<file path="src/fault_status_pkg.sv">
// Package for the fault status recorder: offsets, bit positions, event carrier
package fault_status_pkg;

  // Register word offsets (byte addresses on the slave port)
  localparam logic [3:0] status_offset   = 4'h0;
  localparam logic [3:0] ctrl_offset     = 4'h4;
  localparam logic [3:0] mem_addr_offset = 4'h8;
  localparam logic [3:0] bus_addr_offset = 4'hC;

  // Memory fault byte, bits 7..0
  localparam int unsigned instr_access_violation_bit = 0;
  localparam int unsigned data_access_violation_bit  = 1;
  localparam int unsigned mem_unstack_fault_bit      = 3;
  localparam int unsigned mem_stack_fault_bit        = 4;
  localparam int unsigned mem_lazy_fp_fault_bit      = 5;
  localparam int unsigned mem_fault_addr_valid_bit   = 7;

  // Bus fault byte, bits 15..8
  localparam int unsigned instr_bus_error_bit        = 8;
  localparam int unsigned precise_bus_error_bit      = 9;
  localparam int unsigned imprecise_bus_error_bit    = 10;
  localparam int unsigned bus_unstack_fault_bit      = 11;
  localparam int unsigned bus_stack_fault_bit        = 12;
  localparam int unsigned bus_lazy_fp_fault_bit      = 13;
  localparam int unsigned bus_fault_addr_valid_bit   = 15;

  // Usage fault half, bits 31..16
  localparam int unsigned undefined_instruction_bit  = 16;
  localparam int unsigned invalid_state_bit          = 17;
  localparam int unsigned invalid_pc_load_bit        = 18;
  localparam int unsigned no_coprocessor_bit         = 19;
  localparam int unsigned misaligned_access_bit      = 24;

  // Control register bit
  localparam int unsigned misaligned_trap_enable_bit = 3;

  // Values after reset
  localparam logic [31:0] status_reset = 32'h0000_0000;
  localparam logic [31:0] addr_reset   = 32'h0000_0000;
  localparam logic        trap_reset   = 1'b0;

  // Bits that exist in the status word, and unused bit 20
  localparam logic [31:0] status_impl_mask = 32'h011F_BFBB;

  // Fault events from the pipeline and stacking engine, each a one-cycle pulse
  typedef struct packed {
    logic        fetch_never_exec;
    logic        fetch_issue_bus_err;
    logic        data_access_violation;
    logic        mem_unstack;
    logic        mem_stack;
    logic        mem_lazy_fp;
    logic        precise_bus_err;
    logic        imprecise_bus_err;
    logic        bus_unstack;
    logic        bus_stack;
    logic        bus_lazy_fp;
    logic        undefined_instr;
    logic        invalid_state;
    logic        invalid_pc_load;
    logic        coprocessor_access;
    logic        unaligned_access;
    logic        multi_or_double;
    logic [31:0] fault_addr;
  } fault_event_s;

  // What the pipeline must do with the fault
  typedef struct packed {
    logic stack_fault_pc;
    logic keep_return_stack;
    logic adjust_sp;
    logic take_usage;
    logic take_mem;
    logic take_bus;
    logic bus_pending;
  } fault_action_s;

endpackage

</file>
<file path="src/fault_status_recorder.sv">
// Fault status recorder: sticky fault flags, address capture, Avalon-MM slave
//
// Register access over Avalon-MM and the placing of the registers were left to the implementer.

`timescale 1ns/1ns

module fault_status_recorder (
  // Clock and reset
  input  wire logic                             core_clk,
  input  wire logic                             srst,
  // Avalon-MM slave
  input  wire logic [3:0]                       avs_address,
  input  wire logic                             avs_read,
  input  wire logic                             avs_write,
  input  wire logic [31:0]                      avs_writedata,
  input  wire logic [3:0]                       avs_byteenable,
  output logic      [31:0]                      avs_readdata,
  output logic                                  avs_waitrequest,
  output logic      [1:0]                       avs_response,
  // Fault events from the pipeline
  input  wire fault_status_pkg::fault_event_s   fault_event,
  input  wire logic                             bus_prio_blocked,
  // Actions back to the pipeline
  output fault_status_pkg::fault_action_s       fault_action,
  // Fault address and status outputs
  output logic      [31:0]                      mem_fault_address_reg,
  output logic      [31:0]                      bus_fault_address_reg,
  output logic      [31:0]                      configurable_fault_status
);

  ////////////////////////////////////////////////////////////////////////////////
  // Bus decode

  logic        ack_reg;
  logic        wr_hit;
  logic        rd_hit;
  logic [31:0] be_mask;
  logic [31:0] w1c_mask;
  logic        misaligned_trap_enable;
  logic [31:0] set_mask;
  logic        mem_addr_load;
  logic        bus_addr_load;
  logic        bus_fault_pending_reg;
  logic        bus_taken;

  assign wr_hit = avs_write && ack_reg;
  assign rd_hit = avs_read && !ack_reg;

  // Word, halfword or byte lanes
  assign be_mask = {{8{avs_byteenable[3]}}, {8{avs_byteenable[2]}},
                    {8{avs_byteenable[1]}}, {8{avs_byteenable[0]}}};

  assign w1c_mask = (wr_hit && avs_address == fault_status_pkg::status_offset) ?
                    (avs_writedata & be_mask & fault_status_pkg::status_impl_mask) :
                    32'h0000_0000;

  // One wait cycle, then acknowledge
  always_ff @(posedge core_clk) begin
    if (srst) begin
      ack_reg <= 1'b0;
    end else begin
      ack_reg <= (avs_read || avs_write) && !ack_reg;
    end
  end

  assign avs_waitrequest = (avs_read || avs_write) && !ack_reg;

  always_ff @(posedge core_clk) begin
    if (srst) begin
      avs_readdata <= 32'h0000_0000;
      avs_response <= 2'h0;
    end else if (rd_hit) begin
      avs_response <= 2'h0;
      case (avs_address)
        fault_status_pkg::status_offset: begin
          avs_readdata <= configurable_fault_status;
        end
        fault_status_pkg::ctrl_offset: begin
          avs_readdata <= 32'(misaligned_trap_enable)
                          << fault_status_pkg::misaligned_trap_enable_bit;
        end
        fault_status_pkg::mem_addr_offset: begin
          avs_readdata <= mem_fault_address_reg;
        end
        fault_status_pkg::bus_addr_offset: begin
          avs_readdata <= bus_fault_address_reg;
        end
        default: begin
          avs_readdata <= 32'h0000_0000;
          avs_response <= 2'h2;
        end
      endcase
    end else if (avs_write && !ack_reg) begin
      avs_response <= (avs_address == fault_status_pkg::status_offset ||
                       avs_address == fault_status_pkg::ctrl_offset ||
                       avs_address == fault_status_pkg::mem_addr_offset ||
                       avs_address == fault_status_pkg::bus_addr_offset) ? 2'h0 : 2'h2;
    end
  end

  ////////////////////////////////////////////////////////////////////////////////
  // Control register

  always_ff @(posedge core_clk) begin
    if (srst) begin
      misaligned_trap_enable <= fault_status_pkg::trap_reset;
    end else if (wr_hit && avs_address == fault_status_pkg::ctrl_offset &&
                 avs_byteenable[0]) begin
      misaligned_trap_enable <= avs_writedata[fault_status_pkg::misaligned_trap_enable_bit];
    end
  end

  ////////////////////////////////////////////////////////////////////////////////
  // Event to flag mapping

  always_comb begin
    set_mask = 32'h0000_0000;
    set_mask[fault_status_pkg::instr_access_violation_bit] =
      fault_event.fetch_never_exec;
    set_mask[fault_status_pkg::data_access_violation_bit] =
      fault_event.data_access_violation;
    set_mask[fault_status_pkg::mem_unstack_fault_bit] = fault_event.mem_unstack;
    set_mask[fault_status_pkg::mem_stack_fault_bit] = fault_event.mem_stack;
    set_mask[fault_status_pkg::mem_lazy_fp_fault_bit] = fault_event.mem_lazy_fp;
    set_mask[fault_status_pkg::mem_fault_addr_valid_bit] = mem_addr_load;
    set_mask[fault_status_pkg::instr_bus_error_bit] =
      fault_event.fetch_issue_bus_err;
    set_mask[fault_status_pkg::precise_bus_error_bit] =
      fault_event.precise_bus_err;
    set_mask[fault_status_pkg::imprecise_bus_error_bit] =
      fault_event.imprecise_bus_err;
    set_mask[fault_status_pkg::bus_unstack_fault_bit] = fault_event.bus_unstack;
    set_mask[fault_status_pkg::bus_stack_fault_bit] = fault_event.bus_stack;
    set_mask[fault_status_pkg::bus_lazy_fp_fault_bit] = fault_event.bus_lazy_fp;
    set_mask[fault_status_pkg::bus_fault_addr_valid_bit] = bus_addr_load;
    set_mask[fault_status_pkg::undefined_instruction_bit] =
      fault_event.undefined_instr;
    set_mask[fault_status_pkg::invalid_state_bit] =
      fault_event.invalid_state && !fault_event.undefined_instr;
    set_mask[fault_status_pkg::invalid_pc_load_bit] =
      fault_event.invalid_pc_load;
    set_mask[fault_status_pkg::no_coprocessor_bit] =
      fault_event.coprocessor_access;
    set_mask[fault_status_pkg::misaligned_access_bit] = fault_event.unaligned_access &&
      (misaligned_trap_enable || fault_event.multi_or_double);
  end

  // Only data violations and precise errors carry a known address
  assign mem_addr_load = fault_event.data_access_violation;
  assign bus_addr_load = fault_event.precise_bus_err;

  ////////////////////////////////////////////////////////////////////////////////
  // Sticky status word

  // Unimplemented bits read as zero
  assign configurable_fault_status[2]     = 1'b0;
  assign configurable_fault_status[6]     = 1'b0;
  assign configurable_fault_status[14]    = 1'b0;
  assign configurable_fault_status[23:20] = 4'h0;
  assign configurable_fault_status[31:25] = 7'h00;

  // Memory fault byte; each cell lets set win over clear
  sticky_flag_cell u_instr_access_violation (.core_clk (core_clk), .srst (srst),
    .set_in   (set_mask[fault_status_pkg::instr_access_violation_bit]),
    .clr_in   (w1c_mask[fault_status_pkg::instr_access_violation_bit]),
    .flag_reg (configurable_fault_status[fault_status_pkg::instr_access_violation_bit]));
  sticky_flag_cell u_data_access_violation (.core_clk (core_clk), .srst (srst),
    .set_in   (set_mask[fault_status_pkg::data_access_violation_bit]),
    .clr_in   (w1c_mask[fault_status_pkg::data_access_violation_bit]),
    .flag_reg (configurable_fault_status[fault_status_pkg::data_access_violation_bit]));
  sticky_flag_cell u_mem_unstack_fault (.core_clk (core_clk), .srst (srst),
    .set_in   (set_mask[fault_status_pkg::mem_unstack_fault_bit]),
    .clr_in   (w1c_mask[fault_status_pkg::mem_unstack_fault_bit]),
    .flag_reg (configurable_fault_status[fault_status_pkg::mem_unstack_fault_bit]));
  sticky_flag_cell u_mem_stack_fault (.core_clk (core_clk), .srst (srst),
    .set_in   (set_mask[fault_status_pkg::mem_stack_fault_bit]),
    .clr_in   (w1c_mask[fault_status_pkg::mem_stack_fault_bit]),
    .flag_reg (configurable_fault_status[fault_status_pkg::mem_stack_fault_bit]));
  sticky_flag_cell u_mem_lazy_fp_fault (.core_clk (core_clk), .srst (srst),
    .set_in   (set_mask[fault_status_pkg::mem_lazy_fp_fault_bit]),
    .clr_in   (w1c_mask[fault_status_pkg::mem_lazy_fp_fault_bit]),
    .flag_reg (configurable_fault_status[fault_status_pkg::mem_lazy_fp_fault_bit]));
  sticky_flag_cell u_mem_fault_addr_valid (.core_clk (core_clk), .srst (srst),
    .set_in   (set_mask[fault_status_pkg::mem_fault_addr_valid_bit]),
    .clr_in   (w1c_mask[fault_status_pkg::mem_fault_addr_valid_bit]),
    .flag_reg (configurable_fault_status[fault_status_pkg::mem_fault_addr_valid_bit]));

  // Bus fault byte; imprecise flag is only cleared by software
  sticky_flag_cell u_instr_bus_error (.core_clk (core_clk), .srst (srst),
    .set_in   (set_mask[fault_status_pkg::instr_bus_error_bit]),
    .clr_in   (w1c_mask[fault_status_pkg::instr_bus_error_bit]),
    .flag_reg (configurable_fault_status[fault_status_pkg::instr_bus_error_bit]));
  sticky_flag_cell u_precise_bus_error (.core_clk (core_clk), .srst (srst),
    .set_in   (set_mask[fault_status_pkg::precise_bus_error_bit]),
    .clr_in   (w1c_mask[fault_status_pkg::precise_bus_error_bit]),
    .flag_reg (configurable_fault_status[fault_status_pkg::precise_bus_error_bit]));
  sticky_flag_cell u_imprecise_bus_error (.core_clk (core_clk), .srst (srst),
    .set_in   (set_mask[fault_status_pkg::imprecise_bus_error_bit]),
    .clr_in   (w1c_mask[fault_status_pkg::imprecise_bus_error_bit]),
    .flag_reg (configurable_fault_status[fault_status_pkg::imprecise_bus_error_bit]));
  sticky_flag_cell u_bus_unstack_fault (.core_clk (core_clk), .srst (srst),
    .set_in   (set_mask[fault_status_pkg::bus_unstack_fault_bit]),
    .clr_in   (w1c_mask[fault_status_pkg::bus_unstack_fault_bit]),
    .flag_reg (configurable_fault_status[fault_status_pkg::bus_unstack_fault_bit]));
  sticky_flag_cell u_bus_stack_fault (.core_clk (core_clk), .srst (srst),
    .set_in   (set_mask[fault_status_pkg::bus_stack_fault_bit]),
    .clr_in   (w1c_mask[fault_status_pkg::bus_stack_fault_bit]),
    .flag_reg (configurable_fault_status[fault_status_pkg::bus_stack_fault_bit]));
  sticky_flag_cell u_bus_lazy_fp_fault (.core_clk (core_clk), .srst (srst),
    .set_in   (set_mask[fault_status_pkg::bus_lazy_fp_fault_bit]),
    .clr_in   (w1c_mask[fault_status_pkg::bus_lazy_fp_fault_bit]),
    .flag_reg (configurable_fault_status[fault_status_pkg::bus_lazy_fp_fault_bit]));
  // A later data access violation invalidates the bus address
  sticky_flag_cell u_bus_fault_addr_valid (.core_clk (core_clk), .srst (srst),
    .set_in   (set_mask[fault_status_pkg::bus_fault_addr_valid_bit]),
    .clr_in   (w1c_mask[fault_status_pkg::bus_fault_addr_valid_bit] || mem_addr_load),
    .flag_reg (configurable_fault_status[fault_status_pkg::bus_fault_addr_valid_bit]));

  // Usage fault half
  sticky_flag_cell u_undefined_instruction (.core_clk (core_clk), .srst (srst),
    .set_in   (set_mask[fault_status_pkg::undefined_instruction_bit]),
    .clr_in   (w1c_mask[fault_status_pkg::undefined_instruction_bit]),
    .flag_reg (configurable_fault_status[fault_status_pkg::undefined_instruction_bit]));
  sticky_flag_cell u_invalid_state (.core_clk (core_clk), .srst (srst),
    .set_in   (set_mask[fault_status_pkg::invalid_state_bit]),
    .clr_in   (w1c_mask[fault_status_pkg::invalid_state_bit]),
    .flag_reg (configurable_fault_status[fault_status_pkg::invalid_state_bit]));
  sticky_flag_cell u_invalid_pc_load (.core_clk (core_clk), .srst (srst),
    .set_in   (set_mask[fault_status_pkg::invalid_pc_load_bit]),
    .clr_in   (w1c_mask[fault_status_pkg::invalid_pc_load_bit]),
    .flag_reg (configurable_fault_status[fault_status_pkg::invalid_pc_load_bit]));
  sticky_flag_cell u_no_coprocessor (.core_clk (core_clk), .srst (srst),
    .set_in   (set_mask[fault_status_pkg::no_coprocessor_bit]),
    .clr_in   (w1c_mask[fault_status_pkg::no_coprocessor_bit]),
    .flag_reg (configurable_fault_status[fault_status_pkg::no_coprocessor_bit]));
  sticky_flag_cell u_misaligned_access (.core_clk (core_clk), .srst (srst),
    .set_in   (set_mask[fault_status_pkg::misaligned_access_bit]),
    .clr_in   (w1c_mask[fault_status_pkg::misaligned_access_bit]),
    .flag_reg (configurable_fault_status[fault_status_pkg::misaligned_access_bit]));

  ////////////////////////////////////////////////////////////////////////////////
  // Fault address registers

  always_ff @(posedge core_clk) begin
    if (srst) begin
      mem_fault_address_reg <= fault_status_pkg::addr_reset;
    end else if (mem_addr_load) begin
      mem_fault_address_reg <= fault_event.fault_addr;
    end
  end

  always_ff @(posedge core_clk) begin
    if (srst) begin
      bus_fault_address_reg <= fault_status_pkg::addr_reset;
    end else if (bus_addr_load) begin
      bus_fault_address_reg <= fault_event.fault_addr;
    end
  end

  ////////////////////////////////////////////////////////////////////////////////
  // Imprecise bus fault pending

  assign bus_taken = !bus_prio_blocked;

  always_ff @(posedge core_clk) begin
    if (srst) begin
      bus_fault_pending_reg <= 1'b0;
    end else if (fault_event.imprecise_bus_err && bus_prio_blocked) begin
      bus_fault_pending_reg <= 1'b1;
    end else if (bus_taken) begin
      bus_fault_pending_reg <= 1'b0;
    end
  end

  ////////////////////////////////////////////////////////////////////////////////
  // Actions back to the pipeline

  always_comb begin
    fault_action.stack_fault_pc = fault_event.fetch_never_exec ||
                                  fault_event.data_access_violation ||
                                  fault_event.precise_bus_err ||
                                  fault_event.undefined_instr ||
                                  fault_event.invalid_state ||
                                  fault_event.invalid_pc_load;
    fault_action.keep_return_stack = fault_event.mem_unstack ||
                                     fault_event.bus_unstack;
    fault_action.adjust_sp = fault_event.mem_stack || fault_event.bus_stack;
    fault_action.take_mem = |set_mask[6:0];
    fault_action.take_bus = (|set_mask[14:8] & ~set_mask[10]) ||
                            (fault_event.imprecise_bus_err && bus_taken) ||
                            (bus_fault_pending_reg && bus_taken);
    fault_action.take_usage = |set_mask[31:16];
    fault_action.bus_pending = bus_fault_pending_reg;
  end

endmodule

////////////////////////////////////////////////////////////////////////////////
// One sticky flag: set wins over a same-cycle write-one clear

module sticky_flag_cell (
  // Clock and reset
  input  wire logic core_clk,
  input  wire logic srst,
  // Set and clear strobes
  input  wire logic set_in,
  input  wire logic clr_in,
  // Stored flag
  output logic      flag_reg
);

  always_ff @(posedge core_clk) begin
    if (srst) begin
      flag_reg <= 1'b0;
    end else if (set_in) begin
      flag_reg <= 1'b1;
    end else if (clr_in) begin
      flag_reg <= 1'b0;
    end
  end

endmodule

</file>
<file path="config.mk">
export PLATFORM = sky130hd
export DESIGN_NAME = fault_status_recorder
export DESIGN_NICKNAME = d
export VERILOG_FILES = /design/src/fault_status_pkg.sv /design/src/fault_status_recorder.sv
export SDC_FILE = /design/constraint.sdc
export NUM_CORES = 1
export LEC_CHECK = 0
export BUFFER_PORTS_ARGS = -buffer_cell sky130_fd_sc_hd__buf_2
export CAP_MARGIN = 20
export CORE_ASPECT_RATIO = 1.4
export CORE_MARGIN = 4
export CORE_UTILIZATION = 45
export CTS_CLUSTER_DIAMETER = 40
export DETAILED_ROUTE_END_ITERATION = 8
export GPL_ROUTABILITY_DRIVEN = 0
export HOLD_SLACK_MARGIN = 0.15
export PLACE_DENSITY = 0.88
export REMOVE_ABC_BUFFERS = 1
export SYNTH_ARGS = -nofsm -noshare
export SYNTH_HDL_FRONTEND = slang
export SYNTH_HIERARCHICAL = 1
export SYNTH_SLANG_ARGS = --single-unit
</file>
<file path="constraint.sdc">
create_clock -name core_clk -period 3.28 [get_ports core_clk]
set_clock_uncertainty 0.1 [all_clocks]
set_input_delay 0.492 -clock core_clk [delete_from_list [all_inputs] [get_ports core_clk]]
set_output_delay 0.492 -clock core_clk [all_outputs]
set_load 0.01 [all_outputs]
</file>
=== Yosys cells after proc, flatten, opt, wreduce, memory -nomap -nowiden ===
Cells that the tools add are included.

* Eq/ne operators: 4
* Reductions and logical operators: 54
* Bitwise operators: 3
* Mux-type cells: 44

{| class="wikitable"
|+ Operators with widths
! operator !! count
|-
| $pmux W32 S4 || 1
|-
| $mux W1 || 38
|-
| $reduce_bool A2 Y1 || 19
|-
| $and A25 B25 Y25 || 1
|-
| $mux W25 || 1
|-
| $logic_or A1 B1 Y1 || 15
|-
| $logic_and A1 B1 Y1 || 12
|-
| $reduce_or A5 Y1 || 2
|-
| $eq A4 B4 Y1 const B || 2
|-
| $mux W2 || 4
|-
| $reduce_or A6 Y1 || 1
|-
| $eq A4 B3 Y1 const B || 1
|-
| $logic_not A4 Y1 || 1
|-
| $reduce_or A4 Y1 || 1
|-
| $logic_not A1 Y1 || 3
|-
| $ne A2 B1 Y1 const B || 1
|-
| $and A1 B1 Y1 || 1
|-
| $not A1 Y1 || 1
|}

* Bits in registers: 119
* Word-level logic and storage cells: 130
* Input bits: 94
* Output and inout bits: 138

=== Depth between registers and ports, before layout ===
Gate-level depths: netlist of run 1.

* Depth after elaboration: 7
* Mapped depth: 6
* Mapped depth without buffers: 5

=== Cells and area by module ===
The synthesis of run 1 kept the hierarchy.

{| class="wikitable"
|+ Modules (own cells, without submodules)
! module !! area an instance (µm²) !! cells an instance !! instances !! seq. area each (µm²)
|-
| fault_status_recorder || 4,450.5 || 443 || 1 || 2,001.9
|-
| sticky_flag_cell || 38.8 || 4 || 18 || 20.0
|}

=== Least setup slack after synthesis of run 1 ===
OpenSTA, ideal clock, no wires.

* Path kind: input port to output port
* Start: input fault_event[42] (netlist name)
* End: output fault_action[1] (netlist name)
* Stages on the path: 4
* Data required time: 2.688 ns
* Buffers on the path: 2
* Setup slack: 1.363 ns
* Data arrival time: 1.325 ns
* Path through: clkbuf_1 buf_2 nor2_1 o22ai_1

{| class="wikitable"
|+ RTL lines
! item !! RTL line !! RTL
|-
| from (decl) || fault_status_recorder.sv:21 || <nowiki>input wire fault_status_pkg::fault_event_s fault_event,</nowiki>
|-
| to (decl) || fault_status_recorder.sv:24 || <nowiki>output fault_status_pkg::fault_action_s fault_action,</nowiki>
|}

==> results.json, run 1 <==
{
  "outcome": "finished clean",
  "fmax_mhz": 463,
  "crit_chain": "buf_2, or3_1, or4_1, buf_2",
  "ctsRootBufferMaster": "clkbuf_16",
  "cts_buffers": 17,
  "synth_cell_types": 42,
  "yosysSeqAreaShare": 0.459,
  "setup_tns_ns": 0,
  "drv_cap": 0,
  "hold_buffers": 0,
  "worst_pin_slew_ns": 0.992,
  "dp_hpwl_um": 10400,
  "max-slew-margin-rel": 0.339,
  "ant_nets": 0,
  "slowest_stage": "or3_1",
  "grt_max_degree": 82,
  "slowest_delay_ns": 0.42,
  "ys.flop_type": "dfxtp_1",
  "clk_pin_slew_ns": 0.06,
  "cp-start-kind": "primary input",
  "worst_hold_path_type": "primary input to flip-flop",
  "setup_viol": 0,
  "synth_enable_flop_cells": 0,
  "nets": 805,
  "use_met1": 0.246,
  "fill_cells": 975,
  "syn_inst": 515,
  "ios": 232,
  "grt_busiest_layer": "met2",
  "syn2layout_area_growth_pct": 33.1,
  "worstSetupEndpointType": "primary output",
  "ys_ff_latch": 118,
  "htreeDepth": 4,
  "grt_antenna_before_repair": 0,
  "grt_pass1_vias": 4527,
  "grt_overflow_total": 0,
  "drcViolationCount": 0,
  "cts_sinks": 118,
  "arrival_ns": 1.57,
  "synth.cell_area_um2": 5150,
  "num_vias": 4426,
  "first_pass_iters": 5,
  "ys.warnings.count": 6,
  "track_usage": 0.217,
  "fin_crit_sh": 0.658,
  "cts_buffer_depth": 2,
  "wl_per_cell_um": 16.8,
  "clk_latency_ns": 0.40,
  "hold_violations": 0,
  "die_x_um": 98.4,
  "slew_viol_final": 0,
  "grt_pass1_wl_um": 22900,
  "ir_drop_mv": 0.439,
  "p_total_mw": 4.00,
  "antenna_cells": 0,
  "async_reset_ff_frac": 0,
  "routed_wl_um": 14600,
  "port_buffers": 202,
  "leakagePower_nw": 3.35,
  "drtIter0Drc": 159,
  "start_util": 0.456,
  "rows": 46,
  "drive_gt1_frac": 0.428,
  "rsz0062_at_grt": "no",
  "cts_tree": "yes",
  "die_area_um2": 13200,
  "cellPowerDensity_nw_per_um2": 584,
  "cpMostUsedCell": "buf_2",
  "critPathMaxFanout": 2,
  "fin_crit_ns": 2.16,
  "dieHeight_um": 135,
  "critical_path_class": "primary input to primary output",
  "via_per_inst": 5.10,
  "core_um2": 11300,
  "synth_area_per_cell_um2": 10.0,
  "met2_usage": 0.384,
  "met3_usage": 0.0625,
  "cts_setup_buffers": 0,
  "cts_resized": 0,
  "required_ns": 2.69
}
metrics by stage:
| stage | util | hold slack [ns] | cell area [um2] | worst slack [ns] | cells |
|---|---|---|---|---|---|
| 2_1_floorplan | - | 0.370 | 4930 | 0.903 | 482 |
| 3_3_place_gp | 0.549 | 0.335 | 6190 | 1.02 | 835 |
| 3_5_place_dp | 0.550 | 0.341 | 6210 | 1.02 | 836 |
| 4_1_cts | 0.608 | 0.229 | 6850 | 1.12 | 868 |
| 5_1_grt | 0.608 | 0.243 | 6850 | 1.09 | 868 |
| 6_report | 0.608 | 0.248 | 6850 | 1.12 | 868 |
kinds of logic (layout without fill, tap and decap cells):
| kind of cell | after synthesis | after routing | synth area share |
|---|---|---|---|
| multiplexers | 97 | 97 | 0.196 |
| other | 1 | 15 | 0.000728 |
| buffers and inverters | 66 | 261 | 0.0663 |
| AO/OA/AOI/OAI | 77 | 77 | 0.125 |
| flip-flops | 118 | 118 | 0.459 |
| AND/OR/NAND/NOR | 156 | 156 | 0.153 |
layout by cell type, fill, tap and decap left out, drive strengths merged, types with 18 or more instances in the layout:
cell     count
a21oi       33
buf        210
clkbuf      19
dfxtp      118
inv         19
mux2        32
mux2i       65
nand2b      19
nor2        69
o2bb2ai     18
worst paths after layout:
kind	start	to	slack [ns]	depth (start not counted)
setup / recovery	fault_event[36]	fault_action[6]	1.12	4
hold / removal	fault_event[25]	bus_fault_address_reg[25]	0.25	3
setup reg to reg	ack_reg	avs_readdata[7]	1.26	3
hold reg to reg	avs_readdata[27]	avs_readdata[27]	0.35	2
power breakdown:
group	total [mW]	switching, mW	internal [mW]
sequential	1.55	0.0500	1.50
combinational	0.431	0.241	0.190
clock	2.02	0.653	1.36
total	4.00	0.943	3.06
layer usage:
layer | share of wire | vias up
met5 | 0 | -
met4 | 0.024 | 0
met3 | 0.067 | 23
met2 | 0.51 | 154
met1 | 0.40 | 2100
li1 | - | 2149
critical path: cells and delay by family:
family	cells	cell delay [ns]
and+or+nand+nor	2	0.82
buffers and inverters	2	0.25
cells in the mapped netlist (2+ instances only):
library cell / count / area share
or4_1: 3 / 0.0044
nor2b_1: 3 / 0.0036
nand2b_1: 18 / 0.022
or3_1: 3 / 0.0036
or2_2: 2 / 0.0024
clkbuf_1: 11 / 0.0080
and3_1: 6 / 0.0073
inv_1: 19 / 0.014
mux2i_1: 65 / 0.13
and4_1: 2 / 0.0034
a21oi_1: 15 / 0.015
and2_1: 12 / 0.015
o2bb2ai_1: 8 / 0.014
nor3_1: 2 / 0.0019
buf_1: 2 / 0.0015
buf_2: 15 / 0.015
a22oi_1: 17 / 0.025
nand3_1: 14 / 0.014
o2bb2ai_2: 10 / 0.029
nor2_1: 68 / 0.050
a21oi_2: 18 / 0.031
nand2_1: 15 / 0.011
dfxtp_1: 118 / 0.46
o21ai_0: 3 / 0.0029
buf_4: 18 / 0.026
mux2_2: 32 / 0.070
cell type report:
cell class,instances,area (um2),share of cell area
clock inverters,13,204,0.0298
well taps,144,180,0.0263
flip-flops and latches,118,2360,0.345
inverters,19,71.3,0.0104
clock buffers,19,443,0.0646
repair buffers,210,1080,0.158
multi-input cells,345,2510,0.367
Note: power is estimated with default switching activity, not from simulation.
==> run 2: changes to the inputs <==
--- a/config.mk
+++ b/config.mk
@@ -9,7 +9,7 @@
 export CAP_MARGIN = 20
 export CORE_ASPECT_RATIO = 1.4
 export CORE_MARGIN = 4
-export CORE_UTILIZATION = 45
+export CORE_UTILIZATION = 43
 export CTS_CLUSTER_DIAMETER = 40
 export DETAILED_ROUTE_END_ITERATION = 8
 export GPL_ROUTABILITY_DRIVEN = 0
==> constraint.sdc (replaced) <==
create_clock -name core_clk -period 1.8 [get_ports core_clk]
set_clock_uncertainty 0.1 [all_clocks]
set_input_delay 0.27 -clock core_clk [delete_from_list [all_inputs] [get_ports core_clk]]
set_output_delay 0.27 -clock core_clk [all_outputs]
set_load 0.01 [all_outputs]
==> run 2 against run 1 <==
  * Worst setup slack got worse by 1.1 ns
  * Critical path depth is 1 lower
  * Sequential cell count unchanged
  * Utilization grew 4.9 points
==> results.json, run 2 (synthesis gave the netlist of run 1 again) <==
{
  "outcome": "finished clean",
  "syn2layout_area_growth_pct": 50.0,
  "antenna_cells": 0,
  "clk_pin_slew_ns": 0.05,
  "dp_hpwl_um": 11000,
  "cts_buffers": 17,
  "ios": 232,
  "regArea_um2": 2360,
  "setup_viol": 0,
  "critPathMaxFanout": 2,
  "drtIter0Drc": 182,
  "clk_latency_ns": 0.40,
  "die_area_um2": 13800,
  "utilization": 0.657,
  "wl_met1_um": 6350,
  "critical_path_class": "flip-flop to primary output",
  "first_pass_iters": 5,
  "hold_violations": 0,
  "rsz0062_at_grt": "yes",
  "rows": 47,
  "fin_crit_sh": 0.985,
  "final_common_cell": "buf_2",
  "drcViolationCount": 0,
  "grt_pass1_wl_um": 27300,
  "num_vias": 4970,
  "dr_wl_met3_um": 1370,
  "port_buffers": 202,
  "highest_layer": "met4",
  "arrival_ns": 1.40,
  "grt_pass1_vias": 5310,
  "final_cell_mix": "buf_2, dfxtp_1, nor2_1",
  "core_um2": 11800,
  "cts_buffer_depth": 2,
  "dr_wl_met2_um": 9070,
  "via_per_inst": 5.24,
  "htreeDepth": 4,
  "ir_drop_mv": 0.702,
  "cts_sinks": 118,
  "fill_cells": 888,
  "ctsRootBufferMaster": "clkbuf_16",
  "track_usage": 0.254,
  "ant_nets": 0,
  "cellPowerDensity_nw_per_um2": 1000,
  "required_ns": 1.43,
  "nets": 882,
  "multi_input_area_um2": 2520,
  "dieHeight_um": 137,
  "die_x_um": 100,
  "routed_wl_um": 17500,
  "fmax_mhz": 564,
  "worst_hold_path_type": "primary input to flip-flop",
  "worstSetupEndpointType": "primary output",
  "slew_viol_final": 0,
  "leakagePower_nw": 3.74,
  "grt_antenna_before_repair": 0,
  "cts_tree": "yes",
  "cp-start-kind": "flip-flop",
  "start_util": 0.438,
  "grt_max_degree": 59,
  "grt_overflow_total": 0,
  "drv_cap": 0,
  "fin_crit_ns": 1.77,
  "p_total_mw": 7.75,
  "drive_gt1_frac": 0.409,
  "wl_per_cell_um": 18.5
}
run 2: changes by cell type in the layout (fill, tap and decap cells not counted), sizes merged:
cell / before / now
bufinv: 5 / 6
buf: 210 / 223
clkinvlp: 4 / 1
clkbuf: 19 / 21
dlygate4sd3: 0 / 64
run 2: stage by stage:
step            TNS, ns  hold slack [ns]  setup slack [ns]  cells  cell area (um2)
2_1_floorplan     -5.34            0.232            -0.355    482             4930
3_3_place_gp          0            0.335            0.0336    852             6360
3_5_place_dp          0            0.341           0.00902    852             6360
4_1_cts               0            0.153            0.0121    949             7710
5_1_grt        -0.00934            0.181          -0.00934    948             7720
6_report              0            0.164            0.0265    948             7720
run 2: final timing paths:
check                    startpoint                     end  slack [ns]  cells past startpoint
max          misaligned_trap_enable         fault_action[3]        0.03                      3
min                       avs_write  misaligned_trap_enable        0.16                      4
max reg2reg                 ack_reg  misaligned_trap_enable        0.28                      3
min reg2reg        avs_readdata[30]        avs_readdata[30]        0.35                      2
run 2: area by class of cell:
class                   instances  share of cell area
clock buffers                  21              0.0622
clock inverters                11              0.0284
inverters                      19             0.00924
multi-input cells             345               0.326
flip-flops and latches        118               0.306
well taps                     147              0.0238
repair buffers                287               0.244
run 2: timing repair:
item | in CTS | in global routing
hold buffers | 64 | 0
setup buffers | 1 | 0
cloned | 0 | 0
setup endpoints to repair | 1 | 3
gates resized for setup | 1 | 4
pin swaps | 0 | 1
hold endpoints to repair | 85 | 0
run 2: power by group:
| part | internal [mW] | switching, mW |
|---|---|---|
| clock | 2.75 | 1.20 |
| sequential | 2.74 | 0.102 |
| combinational | 0.464 | 0.494 |
run 2: metal layers:
metal,global-route usage,up-vias
li1,-,2308
met1,0.263,2340
met2,0.454,266
met3,0.0704,56
met4,0.150,0
met5,0,-
run 2: critical path, stage by stage, from the launching register on:
cell,delay (ns)
dfxtp_2,0.32
o21a_1,0.19
or3_4,0.37
buf_6,0.13
